==> src/acsc_defines.svh <==
// Register offsets, field positions, reset values and timing counts of the conversion sync control.
`ifndef ACSC_DEFINES_SVH
`define ACSC_DEFINES_SVH

`define ACSC_OFF_CTRL 12'h000
`define ACSC_OFF_STATUS 12'h004

`define ACSC_CTRL_MODE_LSB 0
`define ACSC_CTRL_RES_LSB 2
`define ACSC_CTRL_MASK_BIT 4
`define ACSC_CTRL_BYPASS_BIT 5
`define ACSC_CTRL_PAT_BIT 6
`define ACSC_CTRL_RST 7'h00

`define ACSC_BLANK_CYC 3'h6
`define ACSC_FRAME_LEN 3'h7
`define ACSC_PROC_LAT 2

`endif

==> src/acsc_pkg.sv <==
// Types shared by the conversion sync control modules.
package acsc_pkg;

    typedef enum logic [1:0] {ACSC_MODE_16, ACSC_MODE_32, ACSC_MODE_8} acsc_mode_t;
    typedef enum logic [1:0] {ACSC_RES_10, ACSC_RES_12, ACSC_RES_14} acsc_res_t;

    typedef struct packed {
        logic test_pat_en;
        logic bypass;
        logic mask;
        logic [1:0] res;
        logic [1:0] mode;
    } acsc_ctrl_t;

    typedef struct packed {
        logic [2:0] frame_phase;
        logic word_valid;
        logic sample_even;
        logic conv_phase;
        logic cfg_err;
        logic sync_seen;
    } acsc_status_t;

    typedef logic [15:0][13:0] acsc_samples_t;
    typedef logic [15:0][13:0] acsc_raw_t;
    typedef logic [15:0][15:0] acsc_proc_t;
    typedef logic [15:0][4:0] acsc_sel_t;

endpackage

==> src/acsc_top.sv <==
// Conversion timing, sync trigger phase reset and register access for sixteen converter cores.
`timescale 1ns/1ps
`include "acsc_defines.svh"

module acsc_top (
    input wire logic clk_in,
    input wire logic sys_rst_in,
    input wire logic sync_trigger_in,
    input wire logic [11:0] paddr_in,
    input wire logic psel_in,
    input wire logic penable_in,
    input wire logic pwrite_in,
    input wire logic [31:0] pwdata_in,
    output logic [31:0] prdata_out,
    output logic pready_out,
    output logic pslverr_out,
    input wire acsc_pkg::acsc_samples_t sample_in,
    output acsc_pkg::acsc_raw_t raw_conversion_word_out,
    output acsc_pkg::acsc_proc_t processed_word_out,
    output acsc_pkg::acsc_sel_t analog_input_sel_out,
    output logic conv_tick_out,
    output logic frame_clk_out,
    output logic sample_even_out,
    output logic word_valid_out
);
    import acsc_pkg::*;

    logic sync_s1_ff;
    logic sync_s2_ff;
    logic sync_s3_ff;
    logic sync_pulse;
    logic phase_rst;

    acsc_ctrl_t ctrl_ff;
    acsc_ctrl_t nxt_ctrl;
    logic [31:0] rdata_ff;
    logic [31:0] nxt_rdata;
    logic sync_seen_ff;
    logic nxt_sync_seen;
    acsc_status_t status;
    logic acc_phase;
    logic addr_ok;

    acsc_mode_t eff_mode;
    acsc_res_t eff_res;
    logic cfg_err;

    logic div_ff;
    logic nxt_div;
    logic even_ff;
    logic nxt_even;
    logic [2:0] frame_ff;
    logic [2:0] nxt_frame;
    logic [15:0] pat_ff;
    logic [15:0] nxt_pat;
    logic [2:0] blank_ff;
    logic [2:0] nxt_blank;
    logic valid_ff;
    logic tick_ff;
    logic tick;
    logic [15:0] conv_en;

    acsc_proc_t core_word;
    acsc_proc_t proc_ff;
    acsc_proc_t nxt_proc;

    ////////////////////////////////////////////////////////////////////////////////
    // The trigger pin is asynchronous to the system clock, so it passes two flops before any use.
    always_ff @(posedge clk_in) begin
        if (sys_rst_in) begin
            sync_s1_ff <= 1'b0;
            sync_s2_ff <= 1'b0;
            sync_s3_ff <= 1'b0;
        end else begin
            sync_s1_ff <= sync_trigger_in;
            sync_s2_ff <= sync_s1_ff;
            sync_s3_ff <= sync_s2_ff;
        end
    end

    assign sync_pulse = sync_s2_ff & ~sync_s3_ff;
    assign phase_rst = sync_pulse & ~ctrl_ff.mask;

    ////////////////////////////////////////////////////////////////////////////////
    // Illegal codes fall back to 16-input mode and 14 bits (10 bits in 8-input mode) and raise the configuration error flag.
    always_comb begin
        eff_mode = ACSC_MODE_16;
        eff_res = ACSC_RES_14;
        unique case (ctrl_ff.mode)
            2'h1: eff_mode = ACSC_MODE_32;
            2'h2: eff_mode = ACSC_MODE_8;
            default: eff_mode = ACSC_MODE_16;
        endcase
        unique case (ctrl_ff.res)
            2'h0: eff_res = ACSC_RES_10;
            2'h1: eff_res = ACSC_RES_12;
            default: eff_res = ACSC_RES_14;
        endcase
        if (eff_mode == ACSC_MODE_8) begin
            eff_res = ACSC_RES_10;
        end
    end

    assign cfg_err = (ctrl_ff.mode == 2'h3) || (ctrl_ff.res == 2'h3)
        || ((eff_mode == ACSC_MODE_8) && (ctrl_ff.res != 2'h0));

    ////////////////////////////////////////////////////////////////////////////////
    assign tick = (eff_mode != ACSC_MODE_8) || !div_ff;

    always_comb begin
        nxt_div = div_ff;
        nxt_even = even_ff;
        nxt_frame = frame_ff;
        nxt_pat = pat_ff;
        nxt_blank = blank_ff;
        if (phase_rst) begin
            nxt_div = 1'b0;
            nxt_even = 1'b0;
            nxt_frame = 3'h0;
            nxt_pat = 16'h0000;
            nxt_blank = `ACSC_BLANK_CYC;
        end else begin
            nxt_div = (eff_mode == ACSC_MODE_8) ? ~div_ff : 1'b0;
            if ((eff_mode != ACSC_MODE_8) || div_ff) begin
                nxt_even = ~even_ff;
            end
            if (tick) begin
                nxt_frame = (frame_ff == `ACSC_FRAME_LEN) ? 3'h0 : frame_ff + 3'h1;
                nxt_pat = pat_ff + 16'h0001;
            end
            if (blank_ff != 3'h0) begin
                nxt_blank = blank_ff - 3'h1;
            end
        end
    end

    always_ff @(posedge clk_in) begin
        if (sys_rst_in) begin
            div_ff <= 1'b0;
            even_ff <= 1'b0;
            frame_ff <= 3'h0;
            pat_ff <= 16'h0000;
            blank_ff <= 3'h0;
            valid_ff <= 1'b0;
            tick_ff <= 1'b0;
        end else begin
            div_ff <= nxt_div;
            even_ff <= nxt_even;
            frame_ff <= nxt_frame;
            pat_ff <= nxt_pat;
            blank_ff <= nxt_blank;
            valid_ff <= (nxt_blank == 3'h0);
            tick_ff <= tick;
        end
    end

    ////////////////////////////////////////////////////////////////////////////////
    // In 8-input mode the even core of a pair converts on divider phase 0 and its partner on phase 1.
    genvar k;
    generate
        for (k = 0; k < 16; k++) begin : g_core
            assign conv_en[k] = (eff_mode != ACSC_MODE_8) || (div_ff == 1'(k % 2));

            acsc_core #(
                .CORE_IDX(k)
            ) u_core (
                .clk_in(clk_in),
                .sys_rst_in(sys_rst_in),
                .conv_en_in(conv_en[k]),
                .sample_in(sample_in[k]),
                .mode_in(eff_mode),
                .even_in(even_ff),
                .res_in(eff_res),
                .bypass_in(ctrl_ff.bypass),
                .raw_word_out(raw_conversion_word_out[k]),
                .proc_word_out(core_word[k]),
                .sel_out(analog_input_sel_out[k])
            );

            assign nxt_proc[k] = ctrl_ff.test_pat_en ? pat_ff : core_word[k];
        end
    endgenerate

    always_ff @(posedge clk_in) begin
        if (sys_rst_in) begin
            proc_ff <= '0;
        end else begin
            proc_ff <= nxt_proc;
        end
    end

    ////////////////////////////////////////////////////////////////////////////////
    assign acc_phase = psel_in & penable_in;
    assign addr_ok = (paddr_in == `ACSC_OFF_CTRL) || (paddr_in == `ACSC_OFF_STATUS);

    always_comb begin
        status.frame_phase = frame_ff;
        status.word_valid = valid_ff;
        status.sample_even = even_ff;
        status.conv_phase = div_ff;
        status.cfg_err = cfg_err;
        status.sync_seen = sync_seen_ff;
    end

    always_comb begin
        nxt_ctrl = ctrl_ff;
        nxt_rdata = rdata_ff;
        nxt_sync_seen = sync_seen_ff | sync_pulse;
        if (acc_phase && pwrite_in && (paddr_in == `ACSC_OFF_CTRL)) begin
            nxt_ctrl.mode = pwdata_in[`ACSC_CTRL_MODE_LSB +: 2];
            nxt_ctrl.res = pwdata_in[`ACSC_CTRL_RES_LSB +: 2];
            nxt_ctrl.mask = pwdata_in[`ACSC_CTRL_MASK_BIT];
            nxt_ctrl.bypass = pwdata_in[`ACSC_CTRL_BYPASS_BIT];
            nxt_ctrl.test_pat_en = pwdata_in[`ACSC_CTRL_PAT_BIT];
        end
        // Read data is captured in the setup cycle so the access phase can finish at once.
        if (psel_in && !penable_in) begin
            if (paddr_in == `ACSC_OFF_CTRL) begin
                nxt_rdata = {25'h0000000, ctrl_ff};
            end else if (paddr_in == `ACSC_OFF_STATUS) begin
                nxt_rdata = {24'h000000, status};
            end else begin
                nxt_rdata = 32'h00000000;
            end
        end
    end

    always_ff @(posedge clk_in) begin
        if (sys_rst_in) begin
            ctrl_ff <= `ACSC_CTRL_RST;
            rdata_ff <= 32'h00000000;
            sync_seen_ff <= 1'b0;
        end else begin
            ctrl_ff <= nxt_ctrl;
            rdata_ff <= nxt_rdata;
            sync_seen_ff <= nxt_sync_seen;
        end
    end

    assign prdata_out = rdata_ff;
    assign pready_out = 1'b1;
    assign pslverr_out = acc_phase & ~addr_ok;

    ////////////////////////////////////////////////////////////////////////////////
    assign processed_word_out = proc_ff;
    assign conv_tick_out = tick_ff;
    assign frame_clk_out = (frame_ff < 3'h4);
    assign sample_even_out = even_ff;
    assign word_valid_out = valid_ff;
endmodule

==> src/acsc_core.sv <==
// One converter core: sample capture, resolution trim and output word formatting.
`timescale 1ns/1ps
`include "acsc_defines.svh"

module acsc_core #(
    parameter int CORE_IDX = 0
) (
    input wire logic clk_in,
    input wire logic sys_rst_in,
    input wire logic conv_en_in,
    input wire logic [13:0] sample_in,
    input wire acsc_pkg::acsc_mode_t mode_in,
    input wire logic even_in,
    input wire acsc_pkg::acsc_res_t res_in,
    input wire logic bypass_in,
    output logic [13:0] raw_word_out,
    output logic [15:0] proc_word_out,
    output logic [4:0] sel_out
);
    import acsc_pkg::*;

    logic [13:0] raw_ff;
    logic [13:0] nxt_raw;
    logic [15:0] word_ff;
    logic [15:0] nxt_word;
    logic [4:0] sel_ff;
    logic [4:0] nxt_sel;
    logic [15:0] pipe_ff [`ACSC_PROC_LAT];
    logic [15:0] nxt_pipe [`ACSC_PROC_LAT];

    ////////////////////////////////////////////////////////////////////////////////
    always_comb begin
        nxt_raw = raw_ff;
        nxt_word = word_ff;
        nxt_sel = sel_ff;
        if (conv_en_in) begin
            unique case (res_in)
                ACSC_RES_10: begin
                    nxt_raw = {{4{sample_in[13]}}, sample_in[13:4]};
                    nxt_word = {sample_in[13:4], 6'h00};
                end
                ACSC_RES_12: begin
                    nxt_raw = {{2{sample_in[13]}}, sample_in[13:2]};
                    nxt_word = {sample_in[13:2], 4'h0};
                end
                ACSC_RES_14: begin
                    nxt_raw = sample_in;
                    nxt_word = {sample_in, 2'h0};
                end
            endcase
            unique case (mode_in)
                ACSC_MODE_16: nxt_sel = 5'(CORE_IDX);
                ACSC_MODE_32: nxt_sel = 5'(2 * CORE_IDX) + {4'h0, even_in};
                ACSC_MODE_8: nxt_sel = 5'(CORE_IDX / 2);
            endcase
        end
    end

    // The enhancement stages are not fitted; their latency is kept so that bypass still saves it.
    always_comb begin
        nxt_pipe[0] = word_ff;
        for (int i = 1; i < `ACSC_PROC_LAT; i++) begin
            nxt_pipe[i] = pipe_ff[i - 1];
        end
    end

    always_ff @(posedge clk_in) begin
        if (sys_rst_in) begin
            raw_ff <= 14'h0000;
            word_ff <= 16'h0000;
            sel_ff <= 5'h00;
            for (int i = 0; i < `ACSC_PROC_LAT; i++) begin
                pipe_ff[i] <= 16'h0000;
            end
        end else begin
            raw_ff <= nxt_raw;
            word_ff <= nxt_word;
            sel_ff <= nxt_sel;
            pipe_ff <= nxt_pipe;
        end
    end

    ////////////////////////////////////////////////////////////////////////////////
    assign raw_word_out = raw_ff;
    assign sel_out = sel_ff;
    assign proc_word_out = bypass_in ? word_ff : pipe_ff[`ACSC_PROC_LAT - 1];

endmodule

==> config.mk <==
export PLATFORM = sky130hd
export DESIGN_NAME = acsc_top
export DESIGN_NICKNAME = d
export VERILOG_FILES = /design/src/acsc_pkg.sv /design/src/acsc_top.sv /design/src/acsc_core.sv
export VERILOG_INCLUDE_DIRS = /design/src
export SDC_FILE = /design/constraint.sdc
export NUM_CORES = 2
export LEC_CHECK = 0
export BUFFER_PORTS_ARGS = -buffer_cell sky130_fd_sc_hd__clkbuf_2
export CORE_AREA = 8 8 337 339
export CTS_CLUSTER_DIAMETER = 150
export CTS_CLUSTER_SIZE = 25
export DETAILED_ROUTE_END_ITERATION = 12
export DIE_AREA = 0 0 345 347
export PLACE_DENSITY = 0.77
export SKIP_LAST_GASP = 1
export SLEW_MARGIN = 0
export SYNTH_ARGS = -nofsm -noshare
export SYNTH_HDL_FRONTEND = slang
export SYNTH_HIERARCHICAL = 1
export SYNTH_SLANG_ARGS = --single-unit
==> constraint.sdc <==
create_clock -name clk_in -period 9.1 [get_ports clk_in]
set_input_delay 2.275 -clock clk_in [delete_from_list [all_inputs] [get_ports clk_in]]
set_output_delay 2.275 -clock clk_in [all_outputs]
set_load 0.05 [all_outputs]
# Word level (Yosys, flattened, before mapping)
# Index checks and enable logic that the tools add are counted.
op_classes:
  addsub: 18
  n_lt_le_gt_ge: 1
  eq_ne: 12
  muxes: 88
  bitwise: 11
  n_reduce_logical: 22
op_table:
  columns: ["cell", "count"]
  rows:
  - ["$pmux 16 s3", 16]
  - ["$pmux 14 s3", 16]
  - ["$mux 16", 32]
  - ["$pmux 5 s3", 15]
  - ["$add 4x1->5 const A", 4]
  - ["$add 5x1->5 const A", 4]
  - ["$add 16x1->16 const B", 1]
  - ["$mux 8", 2]
  - ["$eq 12x3->1 const B", 1]
  - ["$logic_not 12->1", 1]
  - ["$add 4x2->5 const A", 2]
  - ["$eq 2x2->1 const B", 5]
  - ["$pmux 5 s2", 1]
  - ["$mux 3", 3]
  - ["$add 3x1->4 const A", 2]
  - ["$eq 2x1->1 const B", 4]
  - ["$pmux 2 s2", 2]
  - ["$logic_not 2->1", 3]
  - ["$logic_or 1x1->1", 6]
  - ["$not 1->1", 6]
  - ["$add 3x2->4 const A", 1]
  - ["$and 1x1->1", 4]
  - ["$logic_and 1x1->1", 4]
  - ["$reduce_or 2->1", 2]
  - ["other kinds (14)", 15]
word_totals:
  register_bits: 1397
  inputBits: 274
  out_inout_bits: 598
  elab_cells: 265

# Depth between registers and ports, before layout
logic_depth:
  ltp_word: 7
  mapped_depth: 8
  depth_no_buf: 7

# Hierarchy
# The synthesis kept the hierarchy.
by_module_without_submodules:
  columns: ["mod", "n_inst", "cells_each", "area_each_um2", "seq_area_each_um2"]
  rows:
  - ["acsc_top", 1, 1100, 10453.8, 6025.8]
  - ["acsc_core at g_core[15].u_core ...", 2, 225, 2356.0, 1181.1]
  - ["acsc_core at g_core[11].u_core", 1, 228, 2391.0, 1201.2]
  - ["acsc_core at g_core[13].u_core", 1, 229, 2391.0, 1201.2]
  - ["acsc_core at g_core[14].u_core", 1, 229, 2382.3, 1201.2]
  - ["acsc_core at g_core[6].u_core", 1, 226, 2357.3, 1181.1]
  - ["acsc_core at g_core[10].u_core", 1, 226, 2354.8, 1181.1]
  - ["acsc_core at g_core[5].u_core", 1, 224, 2344.7, 1181.1]
  - ["acsc_core at g_core[9].u_core", 1, 225, 2343.5, 1181.1]
  - ["acsc_core at g_core[12].u_core", 1, 223, 2334.7, 1201.2]
  - ["acsc_core at g_core[8].u_core", 1, 223, 2328.5, 1181.1]
  - ["acsc_core at g_core[4].u_core", 1, 223, 2326.0, 1181.1]
  - ["acsc_core at g_core[3].u_core", 1, 223, 2324.7, 1161.1]
  - ["acsc_core at g_core[2].u_core", 1, 224, 2321.0, 1161.1]
  - ["+2 rows", null, null, null, null]

# Worst setup path after synthesis
# No wires, ideal clock.
synth_path:
  path_kind: "input-to-output"
  from: "in paddr_in[6]"
  to: "out pslverr_out"
  arrival_ps: 3172
  required_time_ps: 6825
  path_slack_ps: 3653
  cell_stages: 3
  n_path_buf: 0
  path_cell_list: "nor3_1 -> and3_1 -> nor2_1"
synth_between:
  elab_chain_cells: 4
  word_cells_on_any_way: 5
  classes_between: "1 x eq/ne; 2 x bitwise; 2 x reduce/logical"
synth_rtl:
  columns: ["item", "line", "rtl"]
  rows:
  - ["from (decl)", "acsc_top.sv:9", "input wire logic [11:0] paddr_in,"]
  - ["$eq 12x3->1 (no line) or $logic_not 12->1 (tied branches)", null, null]
  - ["$logic_or 1x1->1 (*)", "acsc_top.sv:194", "assign addr_ok = (paddr_in == `ACSC_OFF_CTRL) || (paddr_in == `ACSC_OFF_STATUS);"]
  - ["$not 1->1 (*)", "acsc_top.sv:242", "assign pslverr_out = acc_phase & ~addr_ok;"]
  - ["$and 1x1->1 (*)", "acsc_top.sv:242", null]
  - ["to (decl)", "acsc_top.sv:16", "output logic pslverr_out,"]
# Mark *: on every way between the ends. The rest lies on a longest branch, timed or not.

# Worst setup path in the final report
layout_path:
  from: "in paddr_in[10]"
  to: "out pslverr_out"
# The elaborated chain is that of the path after synthesis.

==> results_dict.tcl <==
set metrics [dict create \
    outcome "finished clean" \
    finalWorstPathRequiredPeriod_ps 5680 \
    synthToLayoutAreaGrowth_pct 11.1 \
    quantity_of_hold_fixing_buffers_added_after_cts 0 \
    post_synth_inst_count 4684 \
    hold_violations 0 \
    global_route.usage.total 0.233 \
    synth_ff_type "sky130_fd_sc_hd__dfxtp_1" \
    worst-endpoint-arrival_ps 3400 \
    cts_sinks 1242 \
    post_synth_edffs 0 \
    timing.critical_path.slowest_cell_delay_ps 460 \
    synthesis.yosys.warnings 6 \
    synthDistinctLibCells 55 \
    wl_um 149000 \
    detailedRoute.firstPassIterationCount 6 \
    pwr_density_cell_nw_per_um2 176 \
    hold_path_depth 1 \
    gpl.final_weighted_congestion 0.861 \
    cts_buffers 55 \
    placement_rows 121 \
    asyncSetResetFlopFracSynth 0 \
    cell_occurring_most_often_along_the_worst_timing_path "sky130_fd_sc_hd__clkbuf_2" \
    mostFrequentLayoutCells "sky130_fd_sc_hd__dfxtp_1 (1,239), sky130_fd_sc_hd__clkbuf_2 (804), sky130_fd_sc_hd__nor2b_1 (457)" \
    via_per_inst 5.42 \
    synth.top_cells.by_area "sky130_fd_sc_hd__dfxtp_1 (52%), sky130_fd_sc_hd__nor2b_1 (6.0%), sky130_fd_sc_hd__mux2_2 (4.7%)" \
    yosys.area.top_type_share 0.520 \
    critical_path.cell_chain "clkbuf_2 -> nor4_1 -> and3_1 -> nor2_1 -> clkbuf_2" \
    start_kind "input pin" \
    worst_clock_skew_ps 33.9 \
    wire_length_of_the_first_global_routing_pass_um 220000 \
    finalNetCount 5551 \
    final_antenna_net_count 0 \
    clock_pin_slew_of_the_registers_on_the_worst_case_setup_and_hold_paths_ps 100 \
    setup_violations 0 \
    max_slew.worst_pin.slew_ps 1190 \
    pin_count 872 \
    min_path_type "reg2reg" \
    max-clock-path-buffers 3 \
    yosys_register_bits 1242 \
    first_global_vias 34551 \
    fmaxAchievable_mhz 176 \
    yosysSeqAreaShare 0.520 \
    area_inside_the_core_boundary_um2 108000 \
    hp-start "g_core[10].u_core/nxt_pipe[13]$_SDFF_PP0_" \
    slew_violations 0 \
    postCtsSetupRepairBufs 0 \
    cp_num_buf_inv 2 \
    die-area_um2 120000 \
    synth_largest_area_cell "sky130_fd_sc_hd__dfxtp_1" \
    ctsHtreeMaxLevel 2 \
    timing.slew.headroom 0.204 \
    cts_root_buf "sky130_fd_sc_hd__clkbuf_16" \
    grt_overflow_total 0 \
    setup.worst_path.start "paddr_in[10]" \
    worst_setup_path_end_kind "output pin" \
    worst-setup-path-type "in2out" \
    layout-drive-gt1-share 0.225 \
    dpl.hpwl_um 101000 \
    die_y_um 347 \
    leakage_uw 0.0233 \
    initial_standard_cell_utilization_of_the_core 0.443 \
    rr_startpoint "ctrl_ff[1]$_SDFFE_PP0P_" \
    clock_tree_from_tritoncts "done" \
    grt_start_max_net_pins 180 \
    port_buffers 805 \
    post_cts.resized_instances 0 \
    die_x_um 345 \
    maximum_fanout_along_the_worst_path 3 \
    worst_ir_drop_vdd_mv 0.152 \
    cpLargestDelayFamily "simple AND/OR/NAND/NOR gates" \
    layout.cells.most_common "sky130_fd_sc_hd__dfxtp_1" \
    min_period_over_period 0.624 \
    max_cap_viol_count 0 \
    final.hold.worst_slack_ps 432 \
    synthesis.area_per_instance_um2 10.2 \
    r2r.worst_path.cells 8 \
    req_time_crit_path_ps 6830 \
    power.total_uw 9380 \
    routed-via-count 35896 \
    rsz0062_at_grt "no" \
    routedWlPerCell_um 22.5 \
    cpMaxStageDelayCell "sky130_fd_sc_hd__nor4_1" \
    synthesis.area_um2 47800 \
    detailedRoute.firstIterationViolations 2926 \
    final_standard_cell_utilization_of_the_core 0.492 \
    grt_antenna_before_repair 13 \
    cp_num_cells 5 \
    insertion_delay_ps 690 \
    final.setup.tns_ps 0 \
    post-route-drc-count 0 \
]
metal layers:
metal	vias to the layer above	global-route usage	share of wire
met5	-	0	0.000087
met4	2	0.0854	0.038
met3	249	0.0501	0.069
met2	1340	0.384	0.47
met1	17477	0.301	0.42
li1	16828	-	-
cells by family (layout without fill, tap and decap cells):
kind of cell    after synthesis  count (layout)  share of synthesized area
simple gates               1600            1600                      0.193
flops                      1242            1242                      0.520
compound gates              776             776                      0.107
buf+inv                     537            1001                     0.0623
mux                         422             422                     0.0942
fa+ha+maj                    78              78                     0.0204
other cells                  18              82                    0.00141
xor+xnor                     11              11                    0.00201
registers in the layout (all words and copies together), names as in the netlist, 3 cells and up:
name	count
blank_ff	3
ctrl_ff	7
frame_ff	3
g_core.u_core/nxt_pipe	224
g_core.u_core/pipe_ff	224
g_core.u_core/raw_word_out	208
g_core.u_core/sel_out	61
g_core.u_core/word_ff	224
pat_ff	16
prdata_out	8
processed_word_out	256
Yosys cell counts (3+ instances only):
cell	count
sky130_fd_sc_hd__buf_4	151
sky130_fd_sc_hd__o31ai_1	5
sky130_fd_sc_hd__a221oi_2	16
sky130_fd_sc_hd__o22ai_1	4
sky130_fd_sc_hd__o21ai_1	15
sky130_fd_sc_hd__nor2b_1	460
sky130_fd_sc_hd__xnor2_1	8
sky130_fd_sc_hd__or4_1	4
sky130_fd_sc_hd__dfxtp_1	1242
sky130_fd_sc_hd__o32ai_1	32
sky130_fd_sc_hd__clkbuf_1	136
sky130_fd_sc_hd__and3b_1	17
sky130_fd_sc_hd__nor3_2	16
sky130_fd_sc_hd__buf_6	35
sky130_fd_sc_hd__and2b_1	16
sky130_fd_sc_hd__mux2i_1	198
sky130_fd_sc_hd__a22o_1	32
sky130_fd_sc_hd__a211oi_1	24
sky130_fd_sc_hd__nor4_1	3
sky130_fd_sc_hd__nor4_2	16
sky130_fd_sc_hd__nand4_1	3
sky130_fd_sc_hd__nor2_1	326
sky130_fd_sc_hd__xor2_1	3
sky130_fd_sc_hd__mux2_1	24
sky130_fd_sc_hd__a21oi_1	316
sky130_fd_sc_hd__nand3b_1	146
sky130_fd_sc_hd__a221oi_1	160
sky130_fd_sc_hd__nand2_1	70
sky130_fd_sc_hd__ha_1	78
sky130_fd_sc_hd__o21ai_0	137
sky130_fd_sc_hd__inv_1	103
sky130_fd_sc_hd__mux2_2	200
sky130_fd_sc_hd__nor3_1	132
sky130_fd_sc_hd__nand2b_1	334
sky130_fd_sc_hd__conb_1	18
sky130_fd_sc_hd__buf_2	108
sky130_fd_sc_hd__a311oi_1	32
sky130_fd_sc_hd__nand3_1	39
per-stage QoR:
step	std cells	instance area (um2)	setup WS [ps]
after floorplan	4739	48000	3650
after global placement	6556	51700	3350
final	6626	53100	3420
after detailed placement	6556	51700	3380
after CTS	6617	53100	3380
after global routing	6623	53100	3370
worst register-to-register path, stage by stage, from the launching register on:
cell and delay, ps:
sky130_fd_sc_hd__dfxtp_1 460, sky130_fd_sc_hd__nor2b_4 890, sky130_fd_sc_hd__buf_4 560, sky130_fd_sc_hd__nand2b_4 370, sky130_fd_sc_hd__buf_12 350, sky130_fd_sc_hd__buf_12 500, sky130_fd_sc_hd__nand2b_1 870, sky130_fd_sc_hd__nor3_2 120
sky130_fd_sc_hd__a22o_1 220
final cells by class:
cell class / count / area [um2]
Antenna cell: 9 / 22.5
Clock buffer: 58 / 1390
Clock inverter: 3 / 37.5
Fill cell: 9853 / 54900
Inverter: 104 / 398
Multi-Input combinational cell: 2960 / 20300
Sequential cell: 1242 / 24900
Tap cell: 1414 / 1770
Timing Repair Buffer: 836 / 4380
worst paths after layout:
check                                                  end  slack (ps)
setup / recovery                               pslverr_out        3420
hold / removal    g_core[10].u_core/pipe_ff[13]$_SDFF_PP0_         430
setup reg to reg  g_core[5].u_core/word_ff[5]$_SDFFE_PP0P_        4670
hold reg to reg   g_core[10].u_core/pipe_ff[13]$_SDFF_PP0_         430
where the power goes:
part	internal, uW	switching, uW
clock network	1100	1700
logic	236	648
registers	5600	88.0
Power figures use the tool's default switching activity.
